<file path="src/hdl/irq_dispatch_pkg.sv">
// Constants for the interrupt and exception dispatch unit.
// Assumes a 16-bit flag word and an 8-bit vector number.
package irq_dispatch_pkg;
    // ------------------------------------------------------------
    // Vector table
    // ------------------------------------------------------------
    localparam int unsigned VECTOR_COUNT = 256;
    localparam logic [7:0] VEC_DIVIDE = 8'h00;
    localparam logic [7:0] VEC_STEP = 8'h01;
    localparam logic [7:0] VEC_NMI = 8'h02;
    localparam logic [7:0] VEC_BREAK = 8'h03;
    localparam logic [7:0] VEC_OVERFLOW = 8'h04;
    localparam logic [7:0] VEC_RANGE = 8'h05;
    localparam logic [7:0] VEC_OPCODE = 8'h06;
    localparam logic [7:0] VEC_COPRO_NA = 8'h07;
    localparam logic [7:0] VEC_COPRO_ERR = 8'h10;
    localparam logic [7:0] VEC_OVERRUN = 8'h09;
    // ------------------------------------------------------------
    // Flag word layout and reset values
    // ------------------------------------------------------------
    localparam int unsigned FLAG_STEP_BIT = 8;
    localparam int unsigned FLAG_IE_BIT = 9;
    localparam logic [15:0] FLAGS_RESET = 16'h0002;
    // Push order: flags, code segment, instruction pointer
    localparam logic [1:0] PUSH_FLAGS = 2'h0;
    localparam logic [1:0] PUSH_CS = 2'h1;
    localparam logic [1:0] PUSH_IP = 2'h2;
    localparam logic [1:0] PUSH_LAST = 2'h2;
    // Exception source codes on i_exc_code
    localparam logic [2:0] EXC_DIVIDE = 3'h0;
    localparam logic [2:0] EXC_BREAK = 3'h1;
    localparam logic [2:0] EXC_OVERFLOW = 3'h2;
    localparam logic [2:0] EXC_RANGE = 3'h3;
    localparam logic [2:0] EXC_OPCODE = 3'h4;
    localparam logic [2:0] EXC_COPRO_NA = 3'h5;
    localparam logic [2:0] EXC_COPRO_ERR = 3'h6;
endpackage

</file>
<file path="src/hdl/irq_return_stack.sv">
// Small buffer holding the three pushed words of the last dispatch.
// Assumes the core writes one word per cycle; read data are registered.
`timescale 1ns/1ps
module irq_return_stack
(
    input wire logic i_mclk,
    input wire logic i_rst,
    input wire logic i_wr,
    input wire logic [1:0] i_waddr,
    input wire logic [15:0] i_wdata,
    input wire logic [1:0] i_raddr,
    output logic [15:0] o_rdata
);
    logic [15:0] mem_q [0:3];
    logic [15:0] rdata_q;

    // Write port and registered read
    always_ff @(posedge i_mclk or posedge i_rst)
    begin
        if (i_rst)
        begin
            mem_q[0] <= 16'h0000;
            mem_q[1] <= 16'h0000;
            mem_q[2] <= 16'h0000;
            mem_q[3] <= 16'h0000;
            rdata_q <= 16'h0000;
        end
        else
        begin
            if (i_wr)
            begin
                mem_q[i_waddr] <= i_wdata;
            end
            rdata_q <= mem_q[i_raddr];
        end
    end

    assign o_rdata = rdata_q;
endmodule

</file>
<file path="src/hdl/interrupt_exception_dispatch.sv">
// Interrupt and exception dispatch: vector choice, return-state push,
// enable and single-step flag handling, nested non-maskable blocking.
// Assumes the core pulses i_boundary between instructions and stalls
// fetch while o_busy is high; acknowledge vector arrives with i_ack_valid.
`timescale 1ns/1ps
module interrupt_exception_dispatch
(
    input wire logic i_mclk,
    input wire logic i_rst,
    input wire logic i_boundary,
    input wire logic i_exc_req,
    input wire logic [2:0] i_exc_code,
    input wire logic [15:0] i_fault_ip,
    input wire logic [15:0] i_next_ip,
    input wire logic [15:0] i_cs,
    input wire logic i_swint_req,
    input wire logic [7:0] i_swint_vec,
    input wire logic i_nmi,
    input wire logic i_maskable_request_pin,
    input wire logic i_overrun_req,
    input wire logic i_ack_valid,
    input wire logic [7:0] i_ack_vector,
    input wire logic i_flags_wr,
    input wire logic [15:0] i_flags_wdata,
    input wire logic i_interrupt_return_instruction,
    input wire logic [15:0] i_ret_flags,
    output logic o_ack_cycle,
    output logic o_push,
    output logic [15:0] o_push_data,
    output logic o_dispatch,
    output logic [7:0] o_vector,
    output logic [9:0] o_table_addr,
    output logic [15:0] o_flags,
    output logic o_busy
);
    // ------------------------------------------------------------
    // Types and state
    // ------------------------------------------------------------
    typedef enum logic [4:0]
    {
        ST_IDLE = 5'b00001,
        ST_ACK = 5'b00010,
        ST_PUSH = 5'b00100,
        ST_DONE = 5'b01000,
        ST_SPARE = 5'b10000
    } state_e;

    typedef struct packed
    {
        state_e state;
        logic [15:0] flags;
        logic [15:0] saved_flags;
        logic [15:0] ret_ip;
        logic [15:0] ret_cs;
        logic [7:0] vector;
        logic [1:0] push_idx;
        logic [1:0] push_slot;
        logic in_nmi;
        logic nmi_pend;
        logic nmi_prev;
        logic step_arm;
        logic is_nmi;
        logic push;
        logic [15:0] push_data;
        logic dispatch;
    } state_s;

    state_s cur_q;
    state_s nxt_d;

    // Exception code to fixed vector
    function automatic logic [7:0] exc_vector(input logic [2:0] code);
        logic [7:0] v;
        v = irq_dispatch_pkg::VEC_OPCODE;
        case (code)
            irq_dispatch_pkg::EXC_DIVIDE: v = irq_dispatch_pkg::VEC_DIVIDE;
            irq_dispatch_pkg::EXC_BREAK: v = irq_dispatch_pkg::VEC_BREAK;
            irq_dispatch_pkg::EXC_OVERFLOW: v = irq_dispatch_pkg::VEC_OVERFLOW;
            irq_dispatch_pkg::EXC_RANGE: v = irq_dispatch_pkg::VEC_RANGE;
            irq_dispatch_pkg::EXC_OPCODE: v = irq_dispatch_pkg::VEC_OPCODE;
            irq_dispatch_pkg::EXC_COPRO_NA: v = irq_dispatch_pkg::VEC_COPRO_NA;
            irq_dispatch_pkg::EXC_COPRO_ERR: v = irq_dispatch_pkg::VEC_COPRO_ERR;
            default: v = irq_dispatch_pkg::VEC_OPCODE;
        endcase
        return v;
    endfunction

    logic nmi_edge;
    logic ie;
    logic [15:0] stack_rdata;

    assign nmi_edge = i_nmi & ~cur_q.nmi_prev;
    assign ie = cur_q.flags[irq_dispatch_pkg::FLAG_IE_BIT];

    // ------------------------------------------------------------
    // Next-state logic
    // ------------------------------------------------------------
    always_comb
    begin
        nxt_d = cur_q;
        nxt_d.push = 1'b0;
        nxt_d.dispatch = 1'b0;
        nxt_d.nmi_prev = i_nmi;
        // Edge stored even mid-dispatch so a nested request is kept
        if (nmi_edge)
        begin
            nxt_d.nmi_pend = 1'b1;
        end
        if (i_flags_wr && cur_q.state == ST_IDLE)
        begin
            nxt_d.flags = i_flags_wdata;
        end
        // Return restores whole flag word and ends the nmi window
        if (i_interrupt_return_instruction && cur_q.state == ST_IDLE)
        begin
            nxt_d.flags = i_ret_flags;
            nxt_d.in_nmi = 1'b0;
        end
        case (cur_q.state)
            ST_IDLE:
            begin
                // Step arms on the boundary after the flag is seen set
                if (i_boundary)
                begin
                    nxt_d.step_arm = cur_q.flags[irq_dispatch_pkg::FLAG_STEP_BIT];
                end
                if (i_boundary)
                begin
                    nxt_d.saved_flags = cur_q.flags;
                    nxt_d.ret_cs = i_cs;
                    nxt_d.is_nmi = 1'b0;
                    nxt_d.push_idx = irq_dispatch_pkg::PUSH_FLAGS;
                    // Fixed priority chain
                    if (i_exc_req)
                    begin
                        nxt_d.vector = exc_vector(i_exc_code);
                        // Overflow trap resumes past, faults retry
                        nxt_d.ret_ip = (i_exc_code == irq_dispatch_pkg::EXC_OVERFLOW) ?
                            i_next_ip : i_fault_ip;
                        nxt_d.state = ST_PUSH;
                    end
                    else if (cur_q.step_arm)
                    begin
                        nxt_d.vector = irq_dispatch_pkg::VEC_STEP;
                        nxt_d.ret_ip = i_next_ip;
                        nxt_d.step_arm = 1'b0;
                        nxt_d.state = ST_PUSH;
                    end
                    else if ((cur_q.nmi_pend || nmi_edge) && !cur_q.in_nmi)
                    begin
                        nxt_d.vector = irq_dispatch_pkg::VEC_NMI;
                        nxt_d.ret_ip = i_next_ip;
                        nxt_d.nmi_pend = 1'b0;
                        nxt_d.is_nmi = 1'b1;
                        nxt_d.state = ST_PUSH;
                    end
                    else if (i_overrun_req && !cur_q.in_nmi)
                    begin
                        nxt_d.vector = irq_dispatch_pkg::VEC_OVERRUN;
                        nxt_d.ret_ip = i_next_ip;
                        nxt_d.state = ST_PUSH;
                    end
                    else if (i_maskable_request_pin && ie && !cur_q.in_nmi)
                    begin
                        nxt_d.ret_ip = i_next_ip;
                        nxt_d.state = ST_ACK;
                    end
                    else if (i_swint_req)
                    begin
                        nxt_d.vector = i_swint_vec;
                        nxt_d.ret_ip = i_next_ip;
                        nxt_d.state = ST_PUSH;
                    end
                end
            end
            ST_ACK:
            begin
                // Wait for the controller's vector
                if (i_ack_valid)
                begin
                    nxt_d.vector = i_ack_vector;
                    nxt_d.state = ST_PUSH;
                end
            end
            ST_PUSH:
            begin
                // Flags, then CS, then IP
                nxt_d.push = 1'b1;
                nxt_d.push_slot = cur_q.push_idx; // Slot travels with its word
                case (cur_q.push_idx)
                    irq_dispatch_pkg::PUSH_FLAGS: nxt_d.push_data = cur_q.saved_flags;
                    irq_dispatch_pkg::PUSH_CS: nxt_d.push_data = cur_q.ret_cs;
                    default: nxt_d.push_data = cur_q.ret_ip;
                endcase
                if (cur_q.push_idx == irq_dispatch_pkg::PUSH_LAST)
                begin
                    nxt_d.state = ST_DONE;
                end
                else
                begin
                    nxt_d.push_idx = cur_q.push_idx + 2'h1;
                end
            end
            ST_DONE:
            begin
                // Clear enable and step only after the old flags went out
                nxt_d.flags[irq_dispatch_pkg::FLAG_IE_BIT] = 1'b0;
                nxt_d.flags[irq_dispatch_pkg::FLAG_STEP_BIT] = 1'b0;
                if (cur_q.is_nmi)
                begin
                    nxt_d.in_nmi = 1'b1;
                end
                nxt_d.dispatch = 1'b1;
                nxt_d.state = ST_IDLE;
            end
            default:
            begin
                nxt_d.state = ST_IDLE;
            end
        endcase
    end

    // State register
    always_ff @(posedge i_mclk or posedge i_rst)
    begin
        if (i_rst)
        begin
            cur_q <= '{state: ST_IDLE, flags: irq_dispatch_pkg::FLAGS_RESET,
                       default: '0};
        end
        else
        begin
            cur_q <= nxt_d;
        end
    end

    // Copy of pushed words, kept for debug readback of slot 0
    irq_return_stack u_stack
    (
        .i_mclk(i_mclk),
        .i_rst(i_rst),
        .i_wr(cur_q.push),
        .i_waddr(cur_q.push_slot),
        .i_wdata(cur_q.push_data),
        .i_raddr(irq_dispatch_pkg::PUSH_FLAGS),
        .o_rdata(stack_rdata)
    );

    // ------------------------------------------------------------
    // Outputs
    // ------------------------------------------------------------
    assign o_ack_cycle = (cur_q.state == ST_ACK);
    assign o_push = cur_q.push;
    assign o_push_data = cur_q.push_data;
    assign o_dispatch = cur_q.dispatch;
    assign o_vector = cur_q.vector;
    // Four bytes per table entry
    assign o_table_addr = {cur_q.vector, 2'b00};
    assign o_flags = cur_q.flags;
    // Fetch held off while dispatching
    assign o_busy = (cur_q.state != ST_IDLE) || cur_q.dispatch;

    // ------------------------------------------------------------
    // Assertions
    // ------------------------------------------------------------
    a_nmi_no_ack: assert property (@(posedge i_mclk) disable iff (i_rst)
        (cur_q.state == ST_IDLE && i_boundary && !i_exc_req && !cur_q.step_arm &&
         cur_q.nmi_pend && !cur_q.in_nmi) |=> (!o_ack_cycle && o_vector == 8'h02))
        else $error("nmi dispatch used acknowledge or wrong vector");
    a_mask_gate: assert property (@(posedge i_mclk) disable iff (i_rst)
        (cur_q.state == ST_IDLE && !ie) |=> !o_ack_cycle)
        else $error("acknowledge started with enable clear");
    a_ie_cleared: assert property (@(posedge i_mclk) disable iff (i_rst)
        o_dispatch |-> !o_flags[9])
        else $error("enable still set after dispatch");
    a_step_cleared: assert property (@(posedge i_mclk) disable iff (i_rst)
        o_dispatch |-> !o_flags[8])
        else $error("single step flag not cleared by dispatch");
    a_three_pushes: assert property (@(posedge i_mclk) disable iff (i_rst)
        (o_push && !$past(o_push)) |-> o_push [*3] ##1 (!o_push && o_dispatch))
        else $error("push sequence not three words then dispatch");
    a_nmi_blocks: assert property (@(posedge i_mclk) disable iff (i_rst)
        cur_q.in_nmi |-> !o_ack_cycle)
        else $error("maskable acknowledged inside nmi handler");
    a_step_vector: assert property (@(posedge i_mclk) disable iff (i_rst)
        (cur_q.state == ST_IDLE && i_boundary && !i_exc_req && cur_q.step_arm)
        |=> o_vector == 8'h01)
        else $error("single step lost priority");
    a_interrupt_return_instruction_flags: assert property (@(posedge i_mclk) disable iff (i_rst)
        (cur_q.state == ST_IDLE && i_interrupt_return_instruction)
        |=> o_flags == $past(i_ret_flags))
        else $error("return did not restore flags");
    a_fault_ip: assert property (@(posedge i_mclk) disable iff (i_rst)
        (cur_q.state == ST_IDLE && i_boundary && i_exc_req && i_exc_code != 3'h2)
        |=> cur_q.ret_ip == $past(i_fault_ip))
        else $error("fault return address wrong");
    a_dispatch_soon: assert property (@(posedge i_mclk) disable iff (i_rst)
        (cur_q.state == ST_IDLE && i_boundary && i_exc_req) |-> ##[1:6] o_dispatch)
        else $error("exception not dispatched in time");
    a_stack_flags: assert property (@(posedge i_mclk) disable iff (i_rst)
        o_dispatch |-> stack_rdata == cur_q.saved_flags)
        else $error("mirrored flag word differs from saved flags");

    c_nmi: cover property (@(posedge i_mclk) disable iff (i_rst)
        o_dispatch && o_vector == 8'h02);
    c_ack: cover property (@(posedge i_mclk) disable iff (i_rst)
        o_ack_cycle ##1 !o_ack_cycle);
    c_nested: cover property (@(posedge i_mclk) disable iff (i_rst)
        cur_q.in_nmi && cur_q.nmi_pend);
    c_step: cover property (@(posedge i_mclk) disable iff (i_rst)
        o_dispatch && o_vector == 8'h01);
endmodule

</file>
<file path="config.mk">
export PLATFORM = sky130hd
export DESIGN_NAME = interrupt_exception_dispatch
export DESIGN_NICKNAME = d
export VERILOG_FILES = /design/src/hdl/irq_dispatch_pkg.sv /design/src/hdl/irq_return_stack.sv /design/src/hdl/interrupt_exception_dispatch.sv
export SDC_FILE = /design/constraint.sdc
export NUM_CORES = 1
export LEC_CHECK = 0
export BUFFER_PORTS_ARGS = -buffer_cell sky130_fd_sc_hd__buf_2
export CORE_MARGIN = 2
export CORE_UTILIZATION = 29
export CTS_CLUSTER_DIAMETER = 60
export DETAILED_ROUTE_END_ITERATION = 10
export SKIP_CTS_REPAIR_TIMING = 1
export SYNTH_ARGS = -nofsm -noshare
export SYNTH_HDL_FRONTEND = slang
export SYNTH_SLANG_ARGS = --single-unit
</file>
<file path="constraint.sdc">
create_clock -name i_mclk -period 5.3 [get_ports i_mclk]
set_input_delay 0.53 -clock i_mclk [delete_from_list [all_inputs] [get_ports i_mclk]]
set_output_delay 0.53 -clock i_mclk [all_outputs]
set_load 0.05 [all_outputs]
</file>
# Yosys cells after proc, flatten, opt, wreduce, memory -nomap -nowiden
# Index checks and enable logic that the tools add are counted.
# word_totals
input_bits	110
reg_bits	102
# op_classes
n_reduce_logical	21
add_sub_neg	1
n_bitwise	2
eq_ne	19
n_mux	50
# op_table
cell	count
$mux W16	9
$mux W8	7
$mux W5	9
$pmux W16 S2	1
$pmux W5 S6	1
$mux W17	1
$pmux W8 S2	1
$pmux W5 S3	1
$mux W1	14
$mux W10	1
$mux W2	4
$ne A2 B2 Y1 const B	4
$ne A7 B4 Y1 const B	1
$eq A3 B2 Y1 const B	2
$eq A3 B3 Y1 const B	2
$logic_and A1 B1 Y1	6
$ne A6 B4 Y1 const B	1
$ne A6 B6 Y1 const B	1
$reduce_and A3 Y1	2
$reduce_bool A2 Y1	3
$reduce_bool A6 Y1	1
$eq A5 B1 Y1 const B	1
$eq A5 B2 Y1 const B	1
$eq A5 B3 Y1 const B	1
other kinds (17)	18

# Depth between registers and ports, before layout
# depth
depth_word	9
depth_mapped	8
ltp_nobuf	6

# Worst setup path after synthesis
# No wires, ideal clock.
# synth_timing
path_kind	flip-flop to output port
start	register cur_q[102] (netlist bit)
end	output port o_ack_cycle
path_slack_ns	3.396
path_buffers	2
stages_incl_launch_ff	5
t_arrival_ns	1.374
required_ns	4.770
cell_sequence	dfrtp_1 or4b_1 buf_2 inv_2 buf_4
# synth_via
elab_chain_cells	1
# synth_rtl
element	line	source
start, declared	interrupt_exception_dispatch.sv:68	state_s cur_q;
start signal, assigned	interrupt_exception_dispatch.sv:228	cur_q <= '{state: ST_IDLE, flags: irq_dispatch_pkg::FLAGS_RESET,
start signal, assigned	interrupt_exception_dispatch.sv:233	cur_q <= nxt_d;
$eq A5 B2 Y1	interrupt_exception_dispatch.sv:252	assign o_ack_cycle = (cur_q.state == ST_ACK);
end, declared	interrupt_exception_dispatch.sv:27	output logic o_ack_cycle,
# No other way between the ends.

# Worst setup path after layout
# layout_timing
start	register cur_q[99] (netlist bit)
end	register cur_q[57] (netlist bit)
# layout_via
elab_chain_cells	2
# layout_rtl
element	line	source
$eq A5 B1 Y1	interrupt_exception_dispatch.sv:119	case (cur_q.state)
$reduce_and A3 Y1 (no line)	-	
# No other way between the ends.
# A chain may end at the register's enable or synchronous reset.

==> impl_results.md <==
* Status: finished, final reports clean
* Die width at about 130 µm
* Combinational power share at 46.5%
* Post-synth cell types at 43
* Instance area at placement at roughly 5600 µm²
* Largest family of logic cells by synthesized area: compound AO/OA/AOI/OAI gates
* Synth Area in XOR/XNOR at 0%
* Aggregate global routing overflow at 0
* Max-slew violation count at 0
* Power density over cell area at 664 nW/µm²
* Fill cells at 1677
* Flop-to-flop setup slack at 2.65 ns
* Initial Utilization at 29.8%
* Vias in the first global route at 3709
* Arrival time worst endpoint at 2.91 ns
* Clock slew at the register clock pins of the worst setup and hold paths at approximately 0.07 ns
* Internal power at between 0.002 and 0.0025 W
* Port Buffers at 161
* FF-to-FF Start: cur_q[99]
* Clock network power share at 17.9%
* Tightest Pin Transition at between 1 and 1.5 ns
* Clk buf depth at 2
* DRT Pass-1 Iters at 4
* CP Launch Type: flop
* Post-synthesis adder-cell area fraction at 0.758%
* Drt drc at 0
* Peak supply drop at 277 µV
* Fin. Hold Viols at 0
* Num CTS Buffers at 9
* Synth top area cells: dfrtp_1 (50%), buf_4 (7.7%), mux2_2 (7.3%), mux2i_1 (5.9%), nor2_1 (3.3%)
* Final worst slack at 2.65 ns
* Post-Synth Simple-Gate Area at 10.6%
* Dpl cells at a little under 800
* RD Place Congestion at 0.789
* CP endpoint kind: flop
* Final setup fails at 0
* Area grow syn2layout at 19.3%
* Syn avg cell area at 10.5 µm²
* Routed len/inst at 15.1 µm
* Synth Area in Compound Gates at 13.4%
* 1st-iter DRT viols at 150
* P_sw at 0.00181 W
* Die Area at 18100 µm²
* Beginning of the worst hold path: i_nmi
* Slew margin rel. at 27.2%
* Final Instance Count excl. Fillers at 798
* Hold path depth at 1
* Post-synth top flop: dfrtp_1
* Yosys top cell area share at 50.0%
* First-pass GRT wire length at 19200 µm
* Antenna violations before repair at 0
* DP Worst Slack at between 2 and 3 ns
* Vert. Die Dim at about 130 µm
* Final HPWL DP at 9200 µm
* Synth area leader: dfrtp_1
* Synthesized area at 4950 µm²
* Worst path required time at 5.56 ns
* LEAKAGE at 2.84 nW
* Critical path class: flop to flop
* CTS tree: yes
* Clock Skew at 0.00870 ns
* Via Count at ~3.6k
* PnR Total Power at 0.00392 W
* Io pins at around 160
* CP max stage delay at 0.61 ns
* Root buffer cell: clkbuf_16
* Setup TNS Final at 0 ns
* Post-synth EDFFs at 0
* Busiest layer in global routing: met2
* Vias/cell at 4.54
* Yosys warns at 0
* Ant. Diodes at 0
* Pin count of the biggest net entering global routing at 60
* Seq cells post-synth at 101
* Crit-path max FO at 39
* GRT Util Overall at a little over an eighth
* Syn Inst Count at 471
* H-tree depth at 3
* Register area share after synthesis at 51.1%
* Routed wire length at 12000 µm
* Max-Cap Viols at 0
* Detail Route Antenna Nets at 0
* Met2 Use GR at 21.8%
* F_max at roughly 0.38 GHz
* Met1 Usage GRT at 18.4%
* Worst path cell trace: nor4b_4, nand2_2, a31oi_2, buf_4, nor2_1, a21oi_1
* Met3 Use GR at around 2.3%
* Mux cell area share after synthesis at between 10% and 20%
* Sw Share at between 40% and 50%
* RSZ-0062 raised after global routing: false
* Final worst path period share at 49.9%
* Share of cells above drive strength 1 at between 30% and 40%
* Core Box Area at 16600 µm²
* RR Endpoint: cur_q[57]
* Final instance area at 5910 µm²
* Hold Path End: cur_q[20]
* Seq pwr share at 35.6%
* Post-synth ARST share at 100%
* Clk_lat worst skew at approximately 0.34 ns
* Worst-case reg-to-reg path depth at 6
* CP max stage cell: nand2_2
* Hold/Removal Path Class: primary input to flop
* # nets final at approximately 690
* Clk sinks at ~100
* Row count at 47
* Final Critical Period at 2.65 ns
[critical path, delay by kind of cell (launching register included)]
family,cells,cell delay (ns)
buffers and inverters,1,0.34
AOI/OAI and AO/OA,2,0.48
DFF,1,0.60
and+or+nand+nor,3,1.12
[layout make-up]
class	instances	area, µm²	area share (%)
Sequential cell	101	2530	42.8
Timing Repair Buffer	164	828	14.0
Inverter	13	51.3	0.868
Multi-Input combinational cell	284	1910	32.4
Clock inverter	6	86.3	1.46
Clock buffer	10	229	3.87
Tap cell	220	275	4.66
[cell usage in the layout, fill, tap and decap left out, types with 3 or more instances in the layout]
| cell type | count |
|---|---|
| a211oi_1 | 3 |
| dfrtp_1 | 99 |
| mux2i_1 | 29 |
| a31oi_1 | 19 |
| mux2_2 | 32 |
| a22oi_1 | 19 |
| nor3_1 | 4 |
| nand3_1 | 6 |
| nand2_1 | 37 |
| inv_1 | 11 |
| o21ai_0 | 26 |
| nor2b_1 | 3 |
| buf_2 | 161 |
| nand2b_1 | 4 |
| clkbuf_16 | 9 |
| buf_4 | 3 |
| and3b_1 | 4 |
| ha_1 | 3 |
| a21oi_1 | 24 |
| nor2_1 | 43 |
[metrics by stage]
stage / hold slack [ns] / util (%)
final: 0.309 / 35.5
after detailed placement: 0.497 / 33.6
after CTS: 0.294 / 35.5
after floorplan: 0.464 / -
after global routing: 0.298 / 35.5
after global placement: 0.487 / 33.6
[routing by layer]
| metal | vias to the layer above | wire length [µm] |
|---|---|---|
| met5 | - | 0 |
| met4 | 0 | 209 |
| met3 | 13 | 581 |
| met2 | 107 | 5580 |
| met1 | 1687 | 5680 |
| li1 | 1818 | - |
[power by group through the flow]
stage / Sequential [W] / Clock (W) / Combinational [W]
6_report: 0.00140 / 0.000701 / 0.00183
5_1_grt: 0.00146 / 0.000762 / 0.00199
4_1_cts: 0.00140 / 0.000724 / 0.00185
3_5_place_dp: 0.00142 / 0 / 0.00185
3_3_place_gp: 0.00141 / 0 / 0.00180
2_1_floorplan: 0.00132 / 0 / 0.00170
[cells by family after synthesis]
logic type,after synthesis
AND/OR/NAND/NOR,111
multiplexers,62
buffers and inverters,87
AO/OA/AOI/OAI,106
flip-flops,101
adder cells (fa/ha/maj),3
other,1
[worst max-delay path by stage]
stage | start | depth (start not counted) | slack, ns | endpoint
final | cur_q[99] | 6 | 2.65 | cur_q[57]
after global routing | cur_q[99] | 6 | 2.37 | cur_q[58]
after CTS | cur_q[99] | 6 | 2.60 | cur_q[53]
after detailed placement | cur_q[99] | 6 | 2.61 | cur_q[56]
after global placement | cur_q[99] | 6 | 2.75 | cur_q[54]
after floorplan | i_rst | 1 | 2.13 | cur_q[100]
[sequential cells by signal, summed over array words and instances, names as in the netlist]
| name | flops |
|---|---|
| o_push | 1 |
| o_vector | 8 |
| o_flags | 16 |
| o_dispatch | 1 |
| cur_q | 59 |
| o_push_data | 16 |
[synth_stat cells (all sizes together) (2+ instances only)]
library cell / count
dfrtp: 99
buf: 61
nor2: 43
nand2: 38
mux2: 33
o21ai: 30
mux2i: 29
a21oi: 24
a31oi: 20
a22oi: 19
clkbuf: 13
inv: 13
nand3: 6
and3b: 4
nand2b: 4
nor3: 4
a211oi: 3
ha: 3
nor2b: 3
a22o: 2
a41oi: 2
dfstp: 2
nand3b: 2
nor4b: 2
o211ai: 2
or4b: 2
(Power assumes the default switching activity.)
